**config.mk**
```make
export PLATFORM = sky130hd
export DESIGN_NAME = slrs_supervisor
export DESIGN_NICKNAME = d
export VERILOG_FILES = /design/src/slrs_pkg.sv /design/src/slrs_tick_if.sv /design/src/slrs_tick_timer.sv /design/src/slrs_supervisor.sv
export SDC_FILE = /design/constraint.sdc
export NUM_CORES = 1
export LEC_CHECK = 0
export ABC_AREA = 1
export BUFFER_PORTS_ARGS = -buffer_cell sky130_fd_sc_hd__buf_2
export CAP_MARGIN = 10
export CORE_ASPECT_RATIO = 1.5
export CORE_MARGIN = 3
export CORE_UTILIZATION = 55
export CTS_CLUSTER_DIAMETER = 150
export DETAILED_ROUTE_END_ITERATION = 8
export PLACE_DENSITY = 0.78
export SYNTH_ARGS = -nofsm -noshare
export SYNTH_HDL_FRONTEND = slang
export SYNTH_SLANG_ARGS = --single-unit
```
**constraint.sdc**
```tcl
create_clock -name clk -period 1.9 [get_ports clk]
set_input_delay 0 -clock clk [delete_from_list [all_inputs] [get_ports clk]]
set_output_delay 0 -clock clk [all_outputs]
set_load 0.02 [all_outputs]
```
**src/slrs_pkg.sv**
```systemverilog
// Package of constants and types for the serial link run supervisor
`default_nettype none
package slrs_pkg;
   // ==========================================
   // Register byte offsets
   localparam logic [7:0] OFF_CTRL = 8'h00; // Mode, reaction, commands
   localparam logic [7:0] OFF_INSP_SPD = 8'h04; // Inspection speed, 0.1 ft/min
   localparam logic [7:0] OFF_CRP_SPD = 8'h08; // Rescue creep speed, 0.1 ft/min
   localparam logic [7:0] OFF_CRP_LIM = 8'h0c; // Rescue creep limit, 0.1 s
   localparam logic [7:0] OFF_TIMEOUT = 8'h10; // Link fault timeout, 0.01 s
   localparam logic [7:0] OFF_STATUS = 8'h14; // Live state, read only
   localparam logic [7:0] OFF_EVT = 8'h18; // Sticky events, read only
   localparam logic [7:0] OFF_EVT_CLR = 8'h1c; // Write one to clear
   localparam logic [7:0] OFF_EVT_EN = 8'h20; // Interrupt enables
   localparam logic [7:0] OFF_SPEED = 8'h24; // Applied speed reference
   // ==========================================
   // Control register fields
   localparam int CTRL_MODE_LO = 0; // Serial mode, 2 bits
   localparam int CTRL_REACT = 2; // Fault reaction: 1 = rescue
   localparam int CTRL_RUN = 3; // Run requested
   localparam int CTRL_INSP = 4; // Inspection requested
   localparam int CTRL_DECEL_DONE = 5; // Speed reached creep
   localparam int CTRL_MAIN_SPD_LO = 8; // Normal run speed, 16 bits
   localparam logic [1:0] SER_MODE_CUSTOM = 2'h2; // Custom serial protocol
   // ==========================================
   // Reset values and maxima in setting units
   localparam logic [15:0] INSP_SPD_RST = 16'h012c; // 30.0 ft/min
   localparam logic [15:0] INSP_SPD_MAX = 16'h03e8; // 100.0 ft/min
   localparam logic [15:0] CRP_SPD_RST = 16'h0064; // 10.0 ft/min
   localparam logic [15:0] CRP_SPD_MAX = 16'h0bb8; // 300.0 ft/min
   localparam logic [15:0] CRP_LIM_RST = 16'h0708; // 180.0 s
   localparam logic [15:0] CRP_LIM_MAX = 16'h07d0; // 200.0 s
   localparam logic [15:0] TIMEOUT_RST = 16'h0032; // 0.50 s
   localparam logic [15:0] TIMEOUT_MAX = 16'h00c8; // 2.00 s
   // ==========================================
   // Timing: tick periods in ns, converted to clock cycles
   localparam int CLK_PERIOD_NS = 4;
   localparam int TICK10MS_NS = 10000000; // Timeout unit
   localparam int TICK100MS_NS = 100000000; // Creep limit unit
   localparam int TICK10MS_CYC = TICK10MS_NS / CLK_PERIOD_NS;
   localparam int TICK100MS_CYC = TICK100MS_NS / CLK_PERIOD_NS;
   // ==========================================
   // Event bits
   localparam int EVT_FAULT = 0; // Serial fault declared
   localparam int EVT_CRP_END = 1; // Creep time expired
   localparam int EVT_W = 2;
   // ==========================================
   // Supervisor states, Gray along idle-run-decel-creep-stopped
   typedef enum logic [2:0]
   {
      SLRS_IDLE = 3'b000,
      SLRS_RUN = 3'b001,
      SLRS_DECEL = 3'b011,
      SLRS_CREEP = 3'b010,
      SLRS_STOP = 3'b110
   } slrs_state_t;
endpackage
`default_nettype wire

```
**src/slrs_tick_if.sv**
```systemverilog
// Interface carrying a tick counter's controls and outputs
`default_nettype none
interface slrs_tick_if;
   logic clear; // Restart count
   logic tick; // Period elapsed pulse
   logic [15:0] ticks; // Elapsed periods
   modport owner (output clear, input tick, input ticks);
   modport timer (input clear, output tick, output ticks);
endinterface
`default_nettype wire

```
**src/slrs_tick_timer.sv**
```systemverilog
// Prescaled elapsed-time counter used for both supervisor timers
`default_nettype none
module slrs_tick_timer #(
   parameter int PERIOD_CYC = 2500000
) (
   input wire logic clk,
   input wire logic rst_n,
   slrs_tick_if.timer tif
);
   import slrs_pkg::*;
   logic [31:0] pre_q, pre_d; // Prescaler
   logic [15:0] cnt_q, cnt_d; // Elapsed periods
   logic tick_q, tick_d; // Period pulse
   localparam logic [31:0] PRE_LAST = 32'(PERIOD_CYC - 1);
   // ==========================================
   // Next count; saturates so a long wait never wraps back to zero
   always_comb
   begin
      pre_d = pre_q + 32'h1;
      cnt_d = cnt_q;
      tick_d = 1'b0;
      if (tif.clear)
      begin
         pre_d = '0;
         cnt_d = '0;
      end
      else if (pre_q == PRE_LAST)
      begin
         pre_d = '0;
         tick_d = 1'b1;
         if (cnt_q != 16'hffff)
            cnt_d = cnt_q + 16'h1;
      end
   end
   // Registers
   always_ff @(posedge clk or negedge rst_n)
   begin
      if (!rst_n)
      begin
         pre_q <= '0;
         cnt_q <= '0;
         tick_q <= 1'b0;
      end
      else
      begin
         pre_q <= pre_d;
         cnt_q <= cnt_d;
         tick_q <= tick_d;
      end
   end
   assign tif.tick = tick_q;
   assign tif.ticks = cnt_q;
endmodule // slrs_tick_timer
`default_nettype wire

```
**src/slrs_supervisor.sv**
```systemverilog
// Top of the serial link run supervisor with its APB register file
`default_nettype none
// Function
// - Settings apply only in serial mode two
// - Inspection needs serial request and enable input
// - Inspection speed 0-100.0, default 30.0
// - Rescue creep speed 0-300.0, default 10.0
// - Creep time limited, 0-200.0 s, default 180.0
// - Creep timer excludes deceleration to creep
// - Fault when message gap exceeds timeout
module slrs_supervisor #(
   parameter int TICK_GAP_CYC = slrs_pkg::TICK10MS_CYC,
   parameter int TICK_CRP_CYC = slrs_pkg::TICK100MS_CYC
) (
   input wire logic clk,
   input wire logic rst_n,
   input wire logic psel,
   input wire logic penable,
   input wire logic pwrite,
   input wire logic [7:0] paddr,
   input wire logic [31:0] pwdata,
   output logic [31:0] prdata,
   output logic pready,
   output logic pslverr,
   input wire logic run_msg_valid,
   input wire logic inspection_enable_input,
   output logic [15:0] speed_ref,
   output logic drive_run,
   output logic link_fault,
   output logic irq
);
   import slrs_pkg::*;
   // ==========================================
   // Registers and state
   logic [15:0] ctrl_q, ctrl_d; // Control bits
   logic [15:0] main_spd_q, main_spd_d; // Normal run speed
   logic [15:0] inspection_speed_setting_q, inspection_speed_setting_d;
   logic [15:0] rescue_creep_speed_q, rescue_creep_speed_d;
   logic [15:0] rescue_creep_limit_q, rescue_creep_limit_d;
   logic [15:0] link_fault_timeout_q, link_fault_timeout_d;
   logic [EVT_W-1:0] evt_q, evt_d; // Sticky events
   logic [EVT_W-1:0] evt_en_q, evt_en_d; // Event enables
   logic [31:0] prdata_q, prdata_d; // Read data register
   logic [15:0] speed_q, speed_d; // Applied speed
   slrs_state_t st_q, st_d; // Supervisor state
   logic wr, rd; // Access phase strobes
   // Read data is latched on the first access edge, so the answer waits one cycle
   logic acc_q; // Wait state served, answer due
   logic mode2, run_req, insp_req, rescue, decel_done;
   logic gap_fault, crp_over; // Timer expiries
   logic [EVT_W-1:0] evt_set; // Event pulses
   slrs_tick_if gap_if ();
   slrs_tick_if crp_if ();
   // ==========================================
   // Timers: message gap in 10 ms, creep time in 100 ms
   slrs_tick_timer #(.PERIOD_CYC(TICK_GAP_CYC)) u_gap (
      .clk(clk),
      .rst_n(rst_n),
      .tif(gap_if)
   );
   slrs_tick_timer #(.PERIOD_CYC(TICK_CRP_CYC)) u_crp (
      .clk(clk),
      .rst_n(rst_n),
      .tif(crp_if)
   );
   // ==========================================
   // Decoded control
   // Write lands only on the edge where pready is high
   assign wr = psel && penable && pwrite && acc_q;
   // Read word captured once, then stands while pready is high
   assign rd = psel && penable && !pwrite && !acc_q;
   assign mode2 = (ctrl_q[CTRL_MODE_LO +: 2] == SER_MODE_CUSTOM);
   assign run_req = ctrl_q[CTRL_RUN];
   assign insp_req = ctrl_q[CTRL_INSP];
   assign rescue = ctrl_q[CTRL_REACT];
   assign decel_done = ctrl_q[CTRL_DECEL_DONE];
   assign gap_if.clear = run_msg_valid || !mode2 || (st_q != SLRS_RUN);
   assign gap_fault = (st_q == SLRS_RUN) && (gap_if.ticks > link_fault_timeout_q);
   assign crp_if.clear = (st_q != SLRS_CREEP);
   assign crp_over = (st_q == SLRS_CREEP) && (crp_if.ticks >= rescue_creep_limit_q);
   // ==========================================
   // Supervisor state machine and speed selection
   always_comb
   begin
      st_d = st_q;
      evt_set = '0;
      speed_d = '0;
      unique case (st_q)
         SLRS_IDLE:
         begin
            if (mode2 && run_req)
               st_d = SLRS_RUN;
         end
         SLRS_RUN:
         begin
            if (insp_req && inspection_enable_input)
               speed_d = inspection_speed_setting_q;
            else if (!insp_req)
               speed_d = main_spd_q;
            if (!mode2 || !run_req)
               st_d = SLRS_IDLE;
            else if (gap_fault)
            begin
               evt_set[EVT_FAULT] = 1'b1;
               st_d = rescue ? SLRS_DECEL : SLRS_STOP;
            end
         end
         SLRS_DECEL:
         begin
            // Held at creep target while the ramp settles
            speed_d = rescue_creep_speed_q;
            if (!mode2)
               st_d = SLRS_IDLE;
            else if (decel_done)
               st_d = SLRS_CREEP;
         end
         SLRS_CREEP:
         begin
            speed_d = rescue_creep_speed_q;
            if (!mode2)
               st_d = SLRS_IDLE;
            else if (crp_over)
            begin
               evt_set[EVT_CRP_END] = 1'b1;
               st_d = SLRS_STOP;
            end
         end
         SLRS_STOP:
         begin
            // Leaves only once run is withdrawn or mode two is left, a deliberate restart
            if (!mode2 || !run_req)
               st_d = SLRS_IDLE;
         end
         default: st_d = SLRS_IDLE;
      endcase
   end
   // ==========================================
   // Register file next values; settings clamp to their ranges
   always_comb
   begin
      ctrl_d = ctrl_q;
      main_spd_d = main_spd_q;
      inspection_speed_setting_d = inspection_speed_setting_q;
      rescue_creep_speed_d = rescue_creep_speed_q;
      rescue_creep_limit_d = rescue_creep_limit_q;
      link_fault_timeout_d = link_fault_timeout_q;
      evt_en_d = evt_en_q;
      evt_d = evt_q;
      prdata_d = prdata_q;
      if (wr)
      begin
         unique case (paddr)
            OFF_CTRL:
            begin
               ctrl_d = pwdata[15:0];
               main_spd_d = pwdata[CTRL_MAIN_SPD_LO + 8 +: 16];
            end
            OFF_INSP_SPD: inspection_speed_setting_d =
               (pwdata[15:0] > INSP_SPD_MAX) ? INSP_SPD_MAX : pwdata[15:0];
            OFF_CRP_SPD: rescue_creep_speed_d =
               (pwdata[15:0] > CRP_SPD_MAX) ? CRP_SPD_MAX : pwdata[15:0];
            OFF_CRP_LIM: rescue_creep_limit_d =
               (pwdata[15:0] > CRP_LIM_MAX) ? CRP_LIM_MAX : pwdata[15:0];
            OFF_TIMEOUT: link_fault_timeout_d =
               (pwdata[15:0] > TIMEOUT_MAX) ? TIMEOUT_MAX : pwdata[15:0];
            OFF_EVT_CLR: evt_d = evt_q & ~pwdata[EVT_W-1:0];
            OFF_EVT_EN: evt_en_d = pwdata[EVT_W-1:0];
            default: ;
         endcase
      end
      // Set wins over a clear in the same cycle
      evt_d = evt_d | evt_set;
      if (rd)
      begin
         unique case (paddr)
            OFF_CTRL: prdata_d = {main_spd_q, ctrl_q};
            OFF_INSP_SPD: prdata_d = {16'h0, inspection_speed_setting_q};
            OFF_CRP_SPD: prdata_d = {16'h0, rescue_creep_speed_q};
            OFF_CRP_LIM: prdata_d = {16'h0, rescue_creep_limit_q};
            OFF_TIMEOUT: prdata_d = {16'h0, link_fault_timeout_q};
            OFF_STATUS: prdata_d = {13'h0, st_q, gap_if.ticks};
            OFF_EVT: prdata_d = {30'h0, evt_q};
            OFF_EVT_EN: prdata_d = {30'h0, evt_en_q};
            OFF_SPEED: prdata_d = {16'h0, speed_q};
            default: prdata_d = '0;
         endcase
      end
   end
   // ==========================================
   // All registers except acc_q
   always_ff @(posedge clk or negedge rst_n)
   begin
      if (!rst_n)
      begin
         ctrl_q <= '0;
         main_spd_q <= '0;
         inspection_speed_setting_q <= INSP_SPD_RST;
         rescue_creep_speed_q <= CRP_SPD_RST;
         rescue_creep_limit_q <= CRP_LIM_RST;
         link_fault_timeout_q <= TIMEOUT_RST;
         evt_q <= '0;
         evt_en_q <= '0;
         prdata_q <= '0;
         speed_q <= '0;
         st_q <= SLRS_IDLE;
      end
      else
      begin
         ctrl_q <= ctrl_d;
         main_spd_q <= main_spd_d;
         inspection_speed_setting_q <= inspection_speed_setting_d;
         rescue_creep_speed_q <= rescue_creep_speed_d;
         rescue_creep_limit_q <= rescue_creep_limit_d;
         link_fault_timeout_q <= link_fault_timeout_d;
         evt_q <= evt_d;
         evt_en_q <= evt_en_d;
         prdata_q <= prdata_d;
         speed_q <= speed_d;
         st_q <= st_d;
      end
   end
   // ==========================================
   // Outputs; one wait state keeps read data registered
   always_ff @(posedge clk or negedge rst_n)
   begin
      if (!rst_n)
         acc_q <= 1'b0;
      else
         acc_q <= psel && penable && !acc_q;
   end
   assign pready = acc_q;
   assign pslverr = 1'b0;
   assign prdata = prdata_q;
   assign speed_ref = speed_q;
   assign drive_run = (st_q == SLRS_RUN) || (st_q == SLRS_DECEL) || (st_q == SLRS_CREEP);
   assign link_fault = (st_q == SLRS_DECEL) || (st_q == SLRS_CREEP) || (st_q == SLRS_STOP);
   assign irq = |(evt_q & evt_en_q);
endmodule // slrs_supervisor
`default_nettype wire

```
==> results.json <==
{
  "syn-mean-instance-area_um2": 7.77,
  "multiInputGateArea_um2": 6330,
  "drt_iter0_markers": 859,
  "switching_share": 0.272,
  "crit_start": "rescue_creep_limit_q[3]",
  "dp_hpwl_um": 31000,
  "clkPwrFrac": 0.416,
  "h-tree-depth": 1,
  "muxShareOfSynthArea": 0,
  "numCtsBuffers": 26,
  "ys.flop_type": "dfrtp_1",
  "r2r-start": "rescue_creep_limit_q[3]",
  "p_leak_uw": 0.00788,
  "worstSetupStartpointType": "flop",
  "ios": 100,
  "synth_fa_ha_area_frac": 0.0333,
  "combPwrFrac": 0.114,
  "synth_compound_area_frac": 0.103,
  "path_max_fanout": 4,
  "cts_tree": "yes",
  "nFillCells": 1985,
  "grt_usage": 0.320,
  "drc": 0,
  "p_seq_frac": 0.470,
  "synthArstFlopShare": 1.00,
  "final_common_cell": "nand2_1",
  "ys_warn_count": 0,
  "start_util": 0.565,
  "grt_max_degree": 71,
  "rows": 69,
  "fin_crit_ns": 1.88,
  "synth_xor_area_frac": 0.0305,
  "path_class": "flop to flop",
  "cpMostUsedCell": "nand2_1",
  "grt_pass1_wl_um": 67300,
  "cp_cell_sequence": "clkinvlp_4 -> ha_4 -> nand4_1 -> nor2_1 -> nor2_1 -> nand2_1 -> nand2_1 -> nand3_1 -> nand2_1 -> inv_2 -> nand2_2 -> nand2_1 -> nand2_1",
  "via_per_inst": 5.71,
  "netlist_area_um2": 13500,
  "synth_seq_cells": 248,
  "dieArea_um2": 26500,
  "crit_path_end_kind": "flop",
  "crit_slowest_cell": "dfstp_2",
  "syn-num-nets": 1821,
  "ys_seq_area_frac": 0.461,
  "synthCells": 1738,
  "setup_tns_ns": 0,
  "clock_path_buffers": 3,
  "synth_top_family_by_area": "simple AND/OR/NAND/NOR gates",
  "r2r_end": "st_q[0]",
  "final_cell_mix": "nand2_1 (379), dfrtp_1 (230), nor2_1 (224)",
  "whs_ns": 0.0619,
  "core_area_um2": 23900,
  "ir_worst_vdd_mv": 1.02,
  "diodes": 0,
  "ys_types": 51,
  "rsz0062_at_grt": "yes",
  "dr.pass1.iters": 6,
  "die_width_um": 134,
  "critical_path_arrival_ns": 2.31,
  "critPathRequiredTime_ns": 2.33,
  "status": "completed",
  "clkTransAtPathRegs_ns": 0.07,
  "gp_congestion": 0.991,
  "grt_overflow": 0,
  "cpPeakStageDelay_ns": 0.55,
  "portBuffers": 98,
  "synth-edff-count": 0,
  "grt_pass1_vias": 12900,
  "fin_crit_sh": 0.990,
  "cap_violations": 0,
  "drive_gt1_frac": 0.172,
  "die_h_um": 198,
  "antenna_found_initial": 0,
  "worstSkewPairLatency_ns": 0.55,
  "ff_latch_area_um2": 6230,
  "antenna_left": 0,
  "r2r_slack_ns": 0.02,
  "p_sw_uw": 3280,
  "min_path_type": "primary input to asynchronous set/reset pin",
  "setup_viol": 0,
  "cp-endpoint": "st_q[0]",
  "power.internal_uw": 8770,
  "hold_viol_final": 0,
  "worstMarginPinSlew_ns": 0.623,
  "cts.sinks": 248,
  "nets": 2028,
  "post_drt_wl_per_cell_um": 18.6,
  "slew_headroom": 0.584,
  "max_freq_ghz": 0.531,
  "area_growth_pct": 20.9,
  "num_vias": 13000,
  "root_buffer": "clkbuf_16",
  "skew_ns": 0.00909,
  "slew_violations": 0,
  "r2r_cells": 13,
  "p_per_area_nw_per_um2": 738,
  "synth-simple-area-share": 0.289,
  "routed_wl_um": 42500
}
cell type report:
| cell class | count | area share |
|---|---|---|
| Clock inverter | 7 | 0.00284 |
| Inverter | 233 | 0.0540 |
| Tap cell | 319 | 0.0244 |
| Timing Repair Buffer | 227 | 0.101 |
| Multi-Input combinational cell | 1209 | 0.388 |
| Sequential cell | 248 | 0.381 |
| Clock buffer | 41 | 0.0483 |
power groups by stage:
stage	combinational, µW	clock, µW	sequential (µW)
finish	1370	5020	5670
global route	1460	5330	5670
CTS	1340	5080	5650
detailed placement	1270	0	5750
global placement	1240	0	5750
floorplan	387	0	5920
synthesized netlist by cell type (9+ instances only):
master / instances / share of area
nand2_1: 386 / 0.11
inv_2: 10 / 0.0028
nor3b_1: 12 / 0.0067
o22ai_1: 49 / 0.023
dfrtp_1: 234 / 0.43
o21ai_1: 29 / 0.011
nor2_1: 228 / 0.063
buf_2: 21 / 0.0078
ha_1: 36 / 0.033
nand4_1: 32 / 0.015
clkbuf_1: 18 / 0.0050
nand2_2: 10 / 0.0046
xnor2_1: 9 / 0.0058
o21ai_0: 72 / 0.027
nand3_1: 93 / 0.034
nor3_1: 53 / 0.020
inv_1: 222 / 0.062
nor2_2: 9 / 0.0042
dfstp_2: 14 / 0.027
xor2_1: 38 / 0.025
nor4_1: 20 / 0.0093
a21oi_1: 69 / 0.026
a31oi_1: 11 / 0.0051
metal layers:
layer	vias to the layer above	share of wire	GRT usage
li1	6074	-	-
met1	6221	0.37	0.384
met2	557	0.49	0.543
met3	180	0.059	0.0366
met4	0	0.079	0.215
met5	-	0	0
kinds of logic after synthesis:
group / count (synthesis)
xor gates and xnor gates: 47
DFF: 248
buffers and inverters: 281
and+or+nand+nor: 875
AOI/OAI and AO/OA: 250
adders and majority gates: 36
other: 1
how the worst min path moves through the flow:
| stage | depth (start not counted) | from | slack (ns) | end |
|---|---|---|---|---|
| floorplan | 0 | rst_n | -0.30 | ctrl_q[0] |
| global placement | 1 | rst_n | -0.1 | u_gap.pre_q[14] |
| detailed placement | 1 | rst_n | -0.1 | u_gap.pre_q[14] |
| CTS | 5 | paddr[2] | 0.05 | evt_en_q[0] |
| global route | 3 | rst_n | 0.07 | u_gap.pre_q[14] |
| finish | 3 | rst_n | 0.06 | u_gap.pre_q[7] |
metrics by stage:
step	area [µm²]	instances	util	power, µW	setup WS [ns]
6_report	16300	2284	0.683	12100	0.0184
3_3_place_gp	14800	2190	0.621	7000	0.0381
2_1_floorplan	13500	1738	-	6310	0.254
4_1_cts	16100	2276	0.672	12100	0.00721
5_1_grt	16300	2284	0.683	12500	-0.0854
3_5_place_dp	14800	2190	0.621	7020	0.0242
timing repair:
item | CTS | global route
hold buffers | 37 | 0
endpoints found under the hold margin | 309 | 0
setup endpoints to repair | 1 | 63
setup buffers | 1 | 8
gates resized for setup | 3 | 41
pin swaps | 0 | 10
worst max-delay path: cells and delay by family, from the launching register on:
family                   cells  cell delay [ns]
AND/OR/NAND/NOR             10             0.68
flip-flops                   1             0.55
adder cells (fa/ha/maj)      1             0.30
buffers and inverters        2             0.21
Note: power is estimated with default switching activity, not from simulation.
